`src/core/ccaa_pkg.sv`:
```
// Package: offsets, fields, reset values and codes of the clock/attack bank
package ccaa_pkg;

  // Register offsets on the control port
  localparam logic [7:0] ADDR_RSVD_A   = 8'h64;
  localparam logic [7:0] ADDR_CORE_SRC = 8'h65;
  localparam logic [7:0] ADDR_CLK_GEN  = 8'h66;
  localparam logic [7:0] ADDR_ATTACK   = 8'h67;

  // Reset values
  localparam logic [7:0] RST_RSVD_A    = 8'h00;
  localparam logic       RST_CORE_SEL  = 1'h0;
  localparam logic [7:0] RST_CLK_GEN   = 8'h02;
  localparam logic [7:0] RST_ATTACK    = 8'h00;

  // Field positions
  localparam int unsigned CORE_SEL_BIT  = 0;
  localparam int unsigned DIVIN_MSB     = 7;
  localparam int unsigned DIVIN_LSB     = 6;
  localparam int unsigned PLLREF_MSB    = 5;
  localparam int unsigned PLLREF_LSB    = 4;
  localparam int unsigned NDIV_MSB      = 3;
  localparam int unsigned NDIV_LSB      = 0;
  localparam int unsigned ATK_SEL_BIT   = 7;
  localparam int unsigned ATK_BASE_MSB  = 6;
  localparam int unsigned ATK_BASE_LSB  = 5;
  localparam int unsigned ATK_MULT_MSB  = 4;
  localparam int unsigned ATK_MULT_LSB  = 2;

  // Input pin codes for the divider and PLL reference selects
  localparam logic [1:0] SRC_MCLK      = 2'h0;
  localparam logic [1:0] SRC_BCLK      = 2'h2;

  // Divider value codes that do not mean their own value
  localparam logic [3:0] N_CODE_16     = 4'h0;
  localparam logic [3:0] N_CODE_17     = 4'h1;
  localparam logic [4:0] N_VAL_16      = 5'h10;
  localparam logic [4:0] N_VAL_17      = 5'h11;

  // Baseline attack times in milliseconds
  localparam int unsigned ATK_MS_W     = 11;
  localparam logic [3:0] ATK_MS_0      = 4'h7;
  localparam logic [3:0] ATK_MS_1      = 4'h8;
  localparam logic [3:0] ATK_MS_2      = 4'hA;
  localparam logic [3:0] ATK_MS_3      = 4'hB;

  // Register access request from the control bus decoder
  typedef struct packed {
    logic       wr;
    logic       rd;
    logic [7:0] addr;
    logic [7:0] wdata;
  } ccaa_req_t;

  // Clock routing seen by the clock tree
  typedef struct packed {
    logic       core_sel;
    logic [1:0] div_in;
    logic [1:0] pll_ref;
    logic [4:0] pll_n;
  } ccaa_clk_cfg_t;

  // Divider code to divide ratio
  function automatic logic [4:0] ccaa_n_decode(input logic [3:0] code);
    if (code == N_CODE_16) begin
      return N_VAL_16;
    end else if (code == N_CODE_17) begin
      return N_VAL_17;
    end
    return {1'h0, code};
  endfunction : ccaa_n_decode

  // Baseline time shifted by the multiplier exponent
  function automatic logic [ATK_MS_W-1:0] ccaa_atk_ms(
      input logic [1:0] base, input logic [2:0] mult);
    logic [ATK_MS_W-1:0] ms;
    ms = '0;
    case (base)
      2'h0: ms = {7'h00, ATK_MS_0};
      2'h1: ms = {7'h00, ATK_MS_1};
      2'h2: ms = {7'h00, ATK_MS_2};
      default: ms = {7'h00, ATK_MS_3};
    endcase
    return ms << mult;
  endfunction : ccaa_atk_ms

endpackage : ccaa_pkg

```
`src/core/ccaa_regs.sv`:
```
// Clock source selection and left attack time register bank
// Operation
// - The slot at 0x64 is reserved and always reads as zero from reset on.
// - Bit 0 of 0x65 picks the core clock: 0 PLL divider, 1 plain divider.
// - Bits 7..1 at 0x65 are reserved, read-only and always read zero.
// - Bits 7..6 of 0x66 feed the plain divider: 00 master, 10 bit clock.
// - Bits 5..4 of 0x66 feed the PLL reference: 00 master, 10 bit clock.
// - Bits 3..0 of 0x66: PLL ratio, 0 means 16, 1 means 17, else itself.
// - Bit 7 of 0x67 takes the left attack time from here, not legacy.
// - Bits 6..5 at 0x67 give a baseline attack of 7, 8, 10 or 11 ms.
// - Bits 4..2 of 0x67 scale the baseline by two to the code's power.
`timescale 1ns/1ns

module ccaa_regs
  import ccaa_pkg::*;
(
  input  wire logic               i_clk_sys,
  input  wire logic               i_rstn,
  input  ccaa_req_t               i_req,
  input  wire logic [ATK_MS_W-1:0] i_legacy_attack_ms,
  output logic                    o_rd_valid,
  output logic [7:0]              o_rd_data,
  output ccaa_clk_cfg_t           o_clk_cfg,
  output logic                    o_div_in_bclk,
  output logic                    o_pll_ref_bclk,
  output logic                    o_attack_override,
  output logic [ATK_MS_W-1:0]     o_left_attack_ms
);

  // Stored state
  logic                core_sel_r;
  logic                core_sel_nxt;
  logic [7:0]          clk_gen_r;
  logic [7:0]          clk_gen_nxt;
  logic [7:0]          attack_r;
  logic [7:0]          attack_nxt;
  logic                rd_valid_r;
  logic [7:0]          rd_data_r;
  logic [7:0]          rd_data_nxt;
  ccaa_clk_cfg_t       clk_cfg_r;
  ccaa_clk_cfg_t       clk_cfg_nxt;
  logic                div_in_bclk_r;
  logic                pll_ref_bclk_r;
  logic                attack_override_r;
  logic [ATK_MS_W-1:0] left_attack_ms_r;
  logic [ATK_MS_W-1:0] left_attack_ms_nxt;
  logic [ATK_MS_W-1:0] local_attack_ms;

  // Address decode of the request
  wire hit_rsvd_a   = (i_req.addr == ADDR_RSVD_A);
  wire hit_core_src = (i_req.addr == ADDR_CORE_SRC);
  wire hit_clk_gen  = (i_req.addr == ADDR_CLK_GEN);
  wire hit_attack   = (i_req.addr == ADDR_ATTACK);
  wire wr_core_src  = i_req.wr && hit_core_src;
  wire wr_clk_gen   = i_req.wr && hit_clk_gen;
  wire wr_attack    = i_req.wr && hit_attack;
  // Any mapped offset; only the checks below read it
  wire hit_any      = hit_rsvd_a || hit_core_src || hit_clk_gen || hit_attack;

  // Only bit 0 of the source register has storage behind it
  assign core_sel_nxt = wr_core_src ? i_req.wdata[CORE_SEL_BIT]
                                    : core_sel_r;
  // Reserved pin codes are stored as written; the host keeps them out
  // Limitation: such a code reaches the clock tree unfiltered
  assign clk_gen_nxt  = wr_clk_gen ? i_req.wdata
                                   : clk_gen_r;
  // Low two bits are kept as written, software leaves them zero
  assign attack_nxt   = wr_attack ? i_req.wdata : attack_r;

  // Read mux; reserved slot and unmapped offsets return zero
  assign rd_data_nxt =
      hit_rsvd_a   ? RST_RSVD_A :
      hit_core_src ? {7'h00, core_sel_r} :
      hit_clk_gen  ? clk_gen_r :
      hit_attack   ? attack_r : 8'h00;

  // Clock routing follows the next stored value, so it moves with the write
  assign clk_cfg_nxt = '{
      core_sel: core_sel_nxt,
      div_in:   clk_gen_nxt[DIVIN_MSB:DIVIN_LSB],
      pll_ref:  clk_gen_nxt[PLLREF_MSB:PLLREF_LSB],
      pll_n:    ccaa_n_decode(clk_gen_nxt[NDIV_MSB:NDIV_LSB])};

  // Attack time: baseline scaled by the multiplier, or the legacy value
  assign local_attack_ms = ccaa_atk_ms(attack_nxt[ATK_BASE_MSB:ATK_BASE_LSB],
      attack_nxt[ATK_MULT_MSB:ATK_MULT_LSB]);
  // Legacy value is taken every edge, so it needs no local copy
  assign left_attack_ms_nxt = attack_nxt[ATK_SEL_BIT] ?
      local_attack_ms : i_legacy_attack_ms;

  // Configuration registers
  always_ff @(posedge i_clk_sys) begin
    if (!i_rstn) begin
      core_sel_r <= RST_CORE_SEL;
      clk_gen_r  <= RST_CLK_GEN;
      attack_r   <= RST_ATTACK;
    end else begin
      core_sel_r <= core_sel_nxt;
      clk_gen_r  <= clk_gen_nxt;
      attack_r   <= attack_nxt;
    end
  end

  // Read answer, one cycle after the strobe
  always_ff @(posedge i_clk_sys) begin
    if (!i_rstn) begin
      rd_valid_r <= 1'h0;
      rd_data_r  <= 8'h00;
    end else begin
      rd_valid_r <= i_req.rd;
      rd_data_r  <= i_req.rd ? rd_data_nxt : 8'h00;
    end
  end

  // Registered copies for the clock tree and the gain control
  always_ff @(posedge i_clk_sys) begin
    if (!i_rstn) begin
      clk_cfg_r         <= '{core_sel: RST_CORE_SEL,
                             div_in:   RST_CLK_GEN[DIVIN_MSB:DIVIN_LSB],
                             pll_ref:  RST_CLK_GEN[PLLREF_MSB:PLLREF_LSB],
                             pll_n:    ccaa_n_decode(RST_CLK_GEN[3:0])};
      div_in_bclk_r     <= 1'h0;
      pll_ref_bclk_r    <= 1'h0;
      attack_override_r <= 1'h0;
      left_attack_ms_r  <= '0;
    end else begin
      clk_cfg_r         <= clk_cfg_nxt;
      div_in_bclk_r     <= (clk_cfg_nxt.div_in == SRC_BCLK);
      pll_ref_bclk_r    <= (clk_cfg_nxt.pll_ref == SRC_BCLK);
      attack_override_r <= attack_nxt[ATK_SEL_BIT];
      left_attack_ms_r  <= left_attack_ms_nxt;
    end
  end

  // Outputs straight from flops
  assign o_rd_valid        = rd_valid_r;
  assign o_rd_data         = rd_data_r;
  assign o_clk_cfg         = clk_cfg_r;
  assign o_div_in_bclk     = div_in_bclk_r;
  assign o_pll_ref_bclk    = pll_ref_bclk_r;
  assign o_attack_override = attack_override_r;
  assign o_left_attack_ms  = left_attack_ms_r;
endmodule : ccaa_regs

```
`config.mk`:
```
export PLATFORM = sky130hd
export DESIGN_NAME = ccaa_regs
export DESIGN_NICKNAME = d
export VERILOG_FILES = /design/src/core/ccaa_pkg.sv /design/src/core/ccaa_regs.sv
export SDC_FILE = /design/constraint.sdc
export NUM_CORES = 1
export LEC_CHECK = 0
export BUFFER_PORTS_ARGS = -buffer_cell sky130_fd_sc_hd__clkbuf_2
export CORE_MARGIN = 2
export CORE_UTILIZATION = 50
export DETAILED_ROUTE_END_ITERATION = 10
export PLACE_DENSITY = 0.89
export SETUP_SLACK_MARGIN = 0.1
export SYNTH_ARGS = -nofsm -noshare
export SYNTH_HDL_FRONTEND = slang
export SYNTH_SLANG_ARGS = --single-unit
```
`constraint.sdc`:
```
create_clock -name i_clk_sys -period 3.9 [get_ports i_clk_sys]
set_clock_uncertainty 0.15 [all_clocks]
set_input_delay 0.78 -clock i_clk_sys [delete_from_list [all_inputs] [get_ports i_clk_sys]]
set_output_delay 0.78 -clock i_clk_sys [all_outputs]
set_load 0.005 [all_outputs]
```
==> impl_metrics.toml, run 1 <==
[floorplanning]
start_util = 0.523
io_pins = 64
rows = 22
fp.coreArea_um2 = 3690
fp.dieH_um = 66.1
dieArea_um2 = 4370
die_w_um = 66.1

[global_route]
antenna_found_initial = 0
grt_pass1_vias = 1467
grt_remaining_overflow = 0
grt.total_usage = 0.197
grt_pass1_wl_um = 6560
grt_max_degree = 33

[cts]
clock_sinks = 43
clockBufferDepth = 2
cts_tree = "done"
clock-root-buffer = "clkbuf_8"
post-cts-setup-buffers = 0
clk_pin_slew_worst_paths_ns = 0.08
postCtsHoldBufs = 0
clk_latency_ns = 0.30
htreeDepth = 2
cts_buffers = 5
post_cts_resized = 0

[pwr]
netSwitchingPower_w = 0.000174
power.density_nw_per_um2 = 334
pwr-share-clk = 0.349
swShare = 0.225
peakVddDrop_v = 0.000154
internal-power_w = 0.000600
leakagePower_nw = 1.03
power_frac_seq = 0.578
combPwrFrac = 0.072

[timing]
hold_violations = 0
fin_ws_ns = 0.928
fin_setup_tns_ns = 0
worstMarginPinSlew_ns = 0.570
clock.fmax_mhz = 337
period_minus_slack_ns = 2.97
rsz0062_at_grt = "no"
finalCritPeriodShare = 0.762
finalSetupViolations = 0
drv_slew = 0
slew_headroom = 0.617

[critical_path]
critPathRequiredTime_ns = 3.94
cp-start-kind = "input pin"
worstPathArrival_ns = 3.01
critPathCaptureType = "flip-flop"
path_class = "input pin to flip-flop"
cp_max_fo = 12

[synthesis]
synth_cells = 197
syn-num-nets = 230
yosys_warnings = 0
syn_area_per_cell_um2 = 9.80
ys_seq_area_frac = 0.446
synth_area_leaders = "dfxtp_1, mux2i_1, nor2b_1"
yosysUniqueCellTypes = 39
ys_ff_latch = 43
synth_top_cell_by_area = "dfxtp_1"
syn_area_um2 = 1930
synth_edf_count = 0
async_flop_share = 0
synth_top_area_share = 0.446
ys.flop_type = "dfxtp_1"

[final_layout]
drive_above_1_share = 0.318
instances_no_fill = 303
fin_nets = 287
areaGrowthSynthToFinish_pct = 20.0
insertedDiodeCount = 0

[placement]
gp_congestion = 0.886
post-place-ws_ns = 0.654
hpwl_um = 3060
dp.cells = 295
numPortBuffers = 63

[min_path]
min-delay-path-class = "flip-flop to flip-flop"

[status]
outcome = "complete, no violations"

[detailed_routing]
wire_per_inst_um = 13.4
vias = 1615
drc_errors = 0
drtIter0Drc = 75
drt_wl_total_um = 4070
viasPerCell = 5.33
ant_nets = 0
dr.pass1.iters = 4

[flow_run]
cap_violations = 0
-- power groups by stage --
stage          Combinational, W  Clock (W)  Sequential, W
6_report              0.0000559   0.000270       0.000448
5_1_grt               0.0000617   0.000291       0.000448
4_1_cts               0.0000563   0.000274       0.000448
3_5_place_dp          0.0000559          0       0.000458
3_3_place_gp          0.0000547          0       0.000458
2_1_floorplan         0.0000255          0       0.000459
-- cell usage after synthesis (all sizes together) (2+ instances only) --
library cell / n
mux2: 6
nor3b: 3
clkbuf: 4
buf: 12
inv: 2
a21oi: 9
nor4: 2
and2: 9
nand4: 2
nor2b: 18
nand3: 7
nand3b: 2
nand2: 10
nor3: 4
ha: 2
dfxtp: 43
nor2: 16
a221oi: 2
mux2i: 27
o21ai: 4
-- per-layer routing --
metal,global-route usage,part of all wire,vias up
met1,0.240,0.44,767
met5,0,0,-
met4,0.0765,0.0093,0
met3,0.0528,0.054,2
li1,-,-,796
met2,0.329,0.50,50
-- cells in the final DEF, fill, tap and decap left out, drive strengths merged, types with 3 or more instances in the layout --
master,n
a21oi,9
and2,9
buf,3
clkbuf,70
dfxtp,43
mux2,6
mux2i,27
nand2,10
nand3,7
nor2,16
nor2b,18
nor3,4
nor3b,3
o21ai,4
-- logic make-up after synthesis --
family | count (synthesis) | share of synthesized area
simple gates | 77 | 0.226
flops | 43 | 0.446
mux | 33 | 0.179
compound gates | 24 | 0.0810
buf+inv | 18 | 0.0557
fa+ha+maj | 2 | 0.0130
-- flip-flops by register name (all words and copies together), names as in the netlist --
register,flops
o_div_in_bclk,1
o_rd_data,8
o_clk_cfg,6
o_pll_ref_bclk,1
o_rd_valid,1
clk_gen_r,7
attack_r,8
o_left_attack_ms,11
-- final cells by class --
cell class	count	area [µm²]
Fill cell	319	1370
Multi-Input combinational cell	136	968
Sequential cell	43	861
Timing Repair Buffer	66	338
Clock buffer	7	76.3
Tap cell	48	60.1
Inverter	2	7.51
Clock inverter	1	5.00
-- through the flow --
| stage | utilization | hold slack [ns] | instance area [µm²] | total power, W |
|---|---|---|---|---|
| after floorplan | - | 0.305 | 1930 | 0.000484 |
| after global placement | 0.606 | 0.320 | 2230 | 0.000513 |
| after detailed placement | 0.606 | 0.329 | 2230 | 0.000514 |
| after CTS | 0.628 | 0.339 | 2320 | 0.000778 |
| after global routing | 0.628 | 0.369 | 2320 | 0.000801 |
| final | 0.628 | 0.335 | 2320 | 0.000774 |
-- path summary, 6_finish.rpt --
check	startpoint	endpoint	slack, ns	depth (start not counted)
max	i_req[8]	o_left_attack_ms[6]	0.93	9
min	clk_gen_r[0]	o_rd_data[0]	0.34	2
max reg2reg	attack_r[6]	o_left_attack_ms[6]	2.00	6
min reg2reg	clk_gen_r[0]	o_rd_data[0]	0.34	2
-- critical path, cell delays in order --
cell	delay (ns)
clkbuf_2	0.30
nand2_1	0.13
or3_1	0.50
mux2i_1	0.22
ha_1	0.35
nor2_1	0.05
mux2i_1	0.24
mux2i_1	0.14
o311a_1	0.29
(Power assumes the default switching activity.)
==> inputs of run 2 (changes only) <==
--- a/config.mk
+++ b/config.mk
@@ -5,6 +5,7 @@
 export SDC_FILE = /design/constraint.sdc
 export NUM_CORES = 1
 export LEC_CHECK = 0
+export ABC_AREA = 1
 export BUFFER_PORTS_ARGS = -buffer_cell sky130_fd_sc_hd__clkbuf_2
 export CORE_MARGIN = 2
 export CORE_UTILIZATION = 50
==> constraint.sdc (replaced) <==
create_clock -name i_clk_sys -period 2.8 [get_ports i_clk_sys]
set_clock_uncertainty 0.15 [all_clocks]
set_input_delay 0.56 -clock i_clk_sys [delete_from_list [all_inputs] [get_ports i_clk_sys]]
set_output_delay 0.56 -clock i_clk_sys [all_outputs]
set_load 0.005 [all_outputs]
==> impl_metrics.toml, run 2 <==
[status]
outcome = "complete, no violations"

[synthesis]
synth-adder-area-share = 0.0130
synth_top_cell_by_area = "dfxtp_1"
syn_area_per_cell_um2 = 7.72
syn-num-nets = 283
synth_edf_count = 0
yosys.area_share.simple = 0.323
synthMuxAreaShare = 0
synth_common_cells = "nand2_1, dfxtp_1, inv_1"
synth_area_leaders = "dfxtp_1, nand2_1, inv_1"
ys_ff_latch = 43
synth-compound-area-share = 0.117
yosysUniqueCellTypes = 32
yosys_warnings = 0
synth_top_area_share = 0.446
ys_seq_area_frac = 0.446
synth_cells = 250
post-synth-top-count-cell = "nand2_1"
ys.flop_type = "dfxtp_1"
synthXorXnorAreaFrac = 0
syn_area_um2 = 1930
synth_top_family_by_area = "simple AND/OR/NAND/NOR gates"
async_flop_share = 0

[global_route]
grt.total_usage = 0.225
grt_remaining_overflow = 0
grt_pass1_wl_um = 7620
grt_pass1_vias = 1792
grt_max_degree = 23
antenna_found_initial = 0

[floorplanning]
fp.coreArea_um2 = 3690
fp.dieH_um = 66.1
dieArea_um2 = 4370
rows = 22
io_pins = 64
start_util = 0.523
die_w_um = 66.1

[final_layout]
final_common_cell = "clkbuf_2"
areaGrowthSynthToFinish_pct = 23.2
largest_reg_flops = 11
layout_common_cells = "clkbuf_2, nand2_1, dfxtp_1, inv_1, nor2_1"
fin_nets = 346
drive_above_1_share = 0.322
insertedDiodeCount = 0
fin_util = 0.644

[detailed_routing]
ant_nets = 0
dr.pass1.iters = 4
drt_wl_total_um = 4490
drc_errors = 0
vias = 1843
viasPerCell = 5.09
wire_per_inst_um = 12.4
drtIter0Drc = 111

[cts]
clk_pin_slew_worst_paths_ns = 0.08
htreeDepth = 2
post-cts-setup-buffers = 0
clk_latency_ns = 0.29
cts_tree = "done"
clock-root-buffer = "clkbuf_8"
clock_sinks = 43
postCtsHoldBufs = 0
cts_buffers = 5
clockBufferDepth = 2
post_cts_resized = 0

[placement]
gp_congestion = 0.928
hpwl_um = 3380
numPortBuffers = 63
post-place-ws_ns = 0.349

[critical_path]
worstPathArrival_ns = 2.25
cp-start-kind = "input pin"
critPathCaptureType = "flip-flop"
ff2ff_setup_slack_ns = 1.22
critPathRequiredTime_ns = 2.88
path_class = "input pin to flip-flop"
cp_max_fo = 13

[timing]
fin_setup_tns_ns = 0
rsz0062_at_grt = "no"
finalSetupViolations = 0
period_minus_slack_ns = 2.17
finalCritPeriodShare = 0.774
worstMarginPinSlew_ns = 0.361
fin_ws_ns = 0.632
slew_headroom = 0.757
drv_slew = 0
timing.hold.ws_ns = 0.319
clock.fmax_mhz = 461
hold_violations = 0

[pwr]
p_total_w = 0.00120
leakagePower_nw = 1.14
peakVddDrop_v = 0.000247
power.density_nw_per_um2 = 503

[min_path]
min-delay-path-class = "flip-flop to flip-flop"

[flow_run]
cap_violations = 0
==> run 2: cell types whose count changed after synthesis, sizes merged, moves of 9 or more <==
| cell | delta |
|---|---|
| nor2 | +9 |
| nand2 | +56 |
| a21oi | +13 |
| and2 | -9 |
| inv | +30 |
| nor2b | -18 |
| nand3 | +13 |
| mux2i | -27 |
==> run 2: kinds of logic (layout without fill, tap and decap cells) <==
family / after synthesis / after routing
buffers and inverters: 43 / 107
adder cells (fa/ha/maj): 2 / 2
flip-flops: 43 / 43
AO/OA/AOI/OAI: 36 / 36
AND/OR/NAND/NOR: 126 / 126
==> run 2: per-stage QoR <==
stage               cell area [µm²]  instances
floorplan                      1930        250
global placement               2260        354
detailed placement             2260        354
CTS                            2380        362
global route                   2380        362
finish                         2380        362
==> run 2: power breakdown <==
| part | total (W) | internal (W) | switching [W] |
|---|---|---|---|
| Sequential | 0.000624 | 0.000621 | 0.00000289 |
| Combinational | 0.0000788 | 0.0000332 | 0.0000456 |
| Clock | 0.000493 | 0.000288 | 0.000205 |
==> run 2: critical path, stage by stage <==
cell and delay (ns):
clkbuf_2 0.08, inv_1 0.04, nand2_1 0.07, nor2_4 0.23, nand3_4 0.23, nand2_2 0.11, nand2_2 0.10, ha_1 0.31
inv_1 0.07, nand2_1 0.08, nor2_1 0.12, a21boi_0 0.09, a21oi_1 0.14
==> run 2: metal layers <==
metal	GRT usage	share of wire	up-vias
met4	0.0791	0.014	0
li1	-	-	928
met3	0.0545	0.064	10
met1	0.254	0.40	839
met5	0	0	-
met2	0.408	0.52	66
==> run 2: final cells by class <==
type	instances	area, µm²
clock inverter	2	35.0
inverter	33	126
fill	319	1310
clock buffer	6	82.6
sequential	43	861
multi-input combinational	164	873
tap	48	60.1
timing repair buffer	66	338
==> run 2: worst paths after layout <==
path | cells past startpoint | start | endpoint
worst max register to register | 9 | attack_r[5] | o_left_attack_ms[4]
worst max-delay path | 13 | i_req[15] | o_left_attack_ms[4]
worst min register to register | 2 | attack_r[0] | attack_r[0]
worst min-delay path | 2 | attack_r[0] | attack_r[0]
==> inputs of run 3 (changes only) <==
==> constraint.sdc (replaced) <==
create_clock -name i_clk_sys -period 2.11 [get_ports i_clk_sys]
set_clock_uncertainty 0.15 [all_clocks]
set_input_delay 0.422 -clock i_clk_sys [delete_from_list [all_inputs] [get_ports i_clk_sys]]
set_output_delay 0.422 -clock i_clk_sys [all_outputs]
set_load 0.005 [all_outputs]
==> impl_metrics.toml, run 3 (synthesis results as in run 2) <==
[detailed_routing]
wl_met3_um = 379
dr.pass1.iters = 5
route.met2.wl_um = 2270
drc_errors = 0
viasPerCell = 5.17
highest_layer = "met4"
drtIter0Drc = 141
wirelength_met1_um = 1870
wire_per_inst_um = 12.4
ant_nets = 0
vias = 1908
drt_wl_total_um = 4590

[critical_path]
worstPathArrival_ns = 1.90
critical_path.endpoint = "o_left_attack_ms[5]"
rr_startpoint = "attack_r[5]"
critPathCaptureType = "flip-flop"
r2r_end = "o_left_attack_ms[5]"
ff2ff_setup_slack_ns = 0.58
critPathRequiredTime_ns = 2.14
cp-start-kind = "input pin"
critical_path.startpoint = "i_req[11]"
r2r_cells = 11
cp_max_fo = 6
path_class = "input pin to flip-flop"

[timing]
timing.hold.ws_ns = 0.208
clock.fmax_mhz = 533
fin_ws_ns = 0.235
worstMarginPinSlew_ns = 0.350
hold_violations = 0
finalSetupViolations = 0
slew_headroom = 0.766
rsz0062_at_grt = "no"
drv_slew = 0
period_minus_slack_ns = 1.87
finalCritPeriodShare = 0.888

[final_layout]
fin_nets = 354
areaGrowthSynthToFinish_pct = 28.2
layout_common_cells = "clkbuf_2, nand2_1, dfxtp_1, inv_1, nor2_1"
fin_util = 0.671
insertedDiodeCount = 0
largest_reg_flops = 11
final_common_cell = "clkbuf_2"
drive_above_1_share = 0.358

[cts]
post_cts_resized = 0
clock-root-buffer = "clkbuf_8"
htreeDepth = 2
clockBufferDepth = 2
post-cts-setup-buffers = 0
clock_sinks = 43
clk_pin_slew_worst_paths_ns = 0.08
postCtsHoldBufs = 0
clk_latency_ns = 0.29
cts_tree = "done"
cts_buffers = 5

[floorplanning]
die_w_um = 66.1
fp.coreArea_um2 = 3690
dieArea_um2 = 4370
io_pins = 64
rows = 22
fp.dieH_um = 66.1
start_util = 0.523

[flow_run]
cap_violations = 0

[global_route]
antenna_found_initial = 0
grt_max_degree = 25
grt_pass1_wl_um = 7860
grt_pass1_vias = 1839
grt_remaining_overflow = 0
grt.total_usage = 0.234

[pwr]
power.density_nw_per_um2 = 628
leakagePower_nw = 1.18
peakVddDrop_v = 0.000408

[placement]
post-place-ws_ns = -0.0605
hpwl_um = 3460
gp_congestion = 0.826
numPortBuffers = 63

[min_path]
min-delay-path-class = "input pin to flip-flop"

[status]
outcome = "complete, no violations"
==> run 3: cell types whose count changed in the layout (fill, tap and decap cells not counted), sizes merged <==
cell / previous run / this run
buf: 3 / 11
clkinv: 2 / 1
==> run 3: worst max-delay path: stages <==
cell and delay, ns:
clkbuf_2 0.09, inv_2 0.04, nand2_2 0.07, nor2_4 0.21, nand3_4 0.16, nand2_4 0.12
nand2_4 0.08, ha_4 0.27, inv_2 0.03, nand2_2 0.06, nand2_1 0.08, nand3_1 0.07
nand2_1 0.05, nor2_1 0.10, nor2_1 0.05
==> run 3: final cells by class <==
class | count | area, µm²
inverter | 33 | 139
clock inverter | 1 | 30.0
sequential | 43 | 861
fill | 314 | 1210
clock buffer | 6 | 72.6
timing repair buffer | 74 | 398
tap | 48 | 60.1
multi-input combinational | 164 | 913
==> run 3: routing by layer <==
metal | vias up | track usage
met5 | - | 0
li1 | 938 | -
met4 | 0 | 0.0918
met1 | 866 | 0.266
met3 | 12 | 0.0664
met2 | 92 | 0.410
==> run 3: power breakdown <==
part / internal (W) / total [W] / switching [W]
Clock: 0.000347 / 0.000613 / 0.000266
Sequential: 0.000824 / 0.000828 / 0.00000391
Combinational: 0.0000483 / 0.000113 / 0.0000649
Total: 0.00122 / 0.00155 / 0.000335
==> run 3: worst min-delay path by stage <==
stage / start / end / slack, ns / depth (start not counted)
global route: i_legacy_attack_ms[1] / o_left_attack_ms[1] / 0.20 / 3
finish: i_legacy_attack_ms[1] / o_left_attack_ms[1] / 0.21 / 3
CTS: i_legacy_attack_ms[1] / o_left_attack_ms[1] / 0.20 / 3
floorplan: attack_r[0] / attack_r[0] / 0.28 / 2
global placement: attack_r[0] / attack_r[0] / 0.30 / 2
detailed placement: attack_r[0] / attack_r[0] / 0.30 / 2
==> run 3: metrics by stage <==
step | total power, W | setup TNS [ns] | area [µm²] | std cells
finish | 0.00155 | 0 | 2470 | 369
global route | 0.00161 | 0 | 2470 | 369
CTS | 0.00157 | 0 | 2470 | 369
detailed placement | 0.000960 | -0.130 | 2370 | 362
global placement | 0.000957 | 0 | 2370 | 362
floorplan | 0.000897 | 0 | 1990 | 250
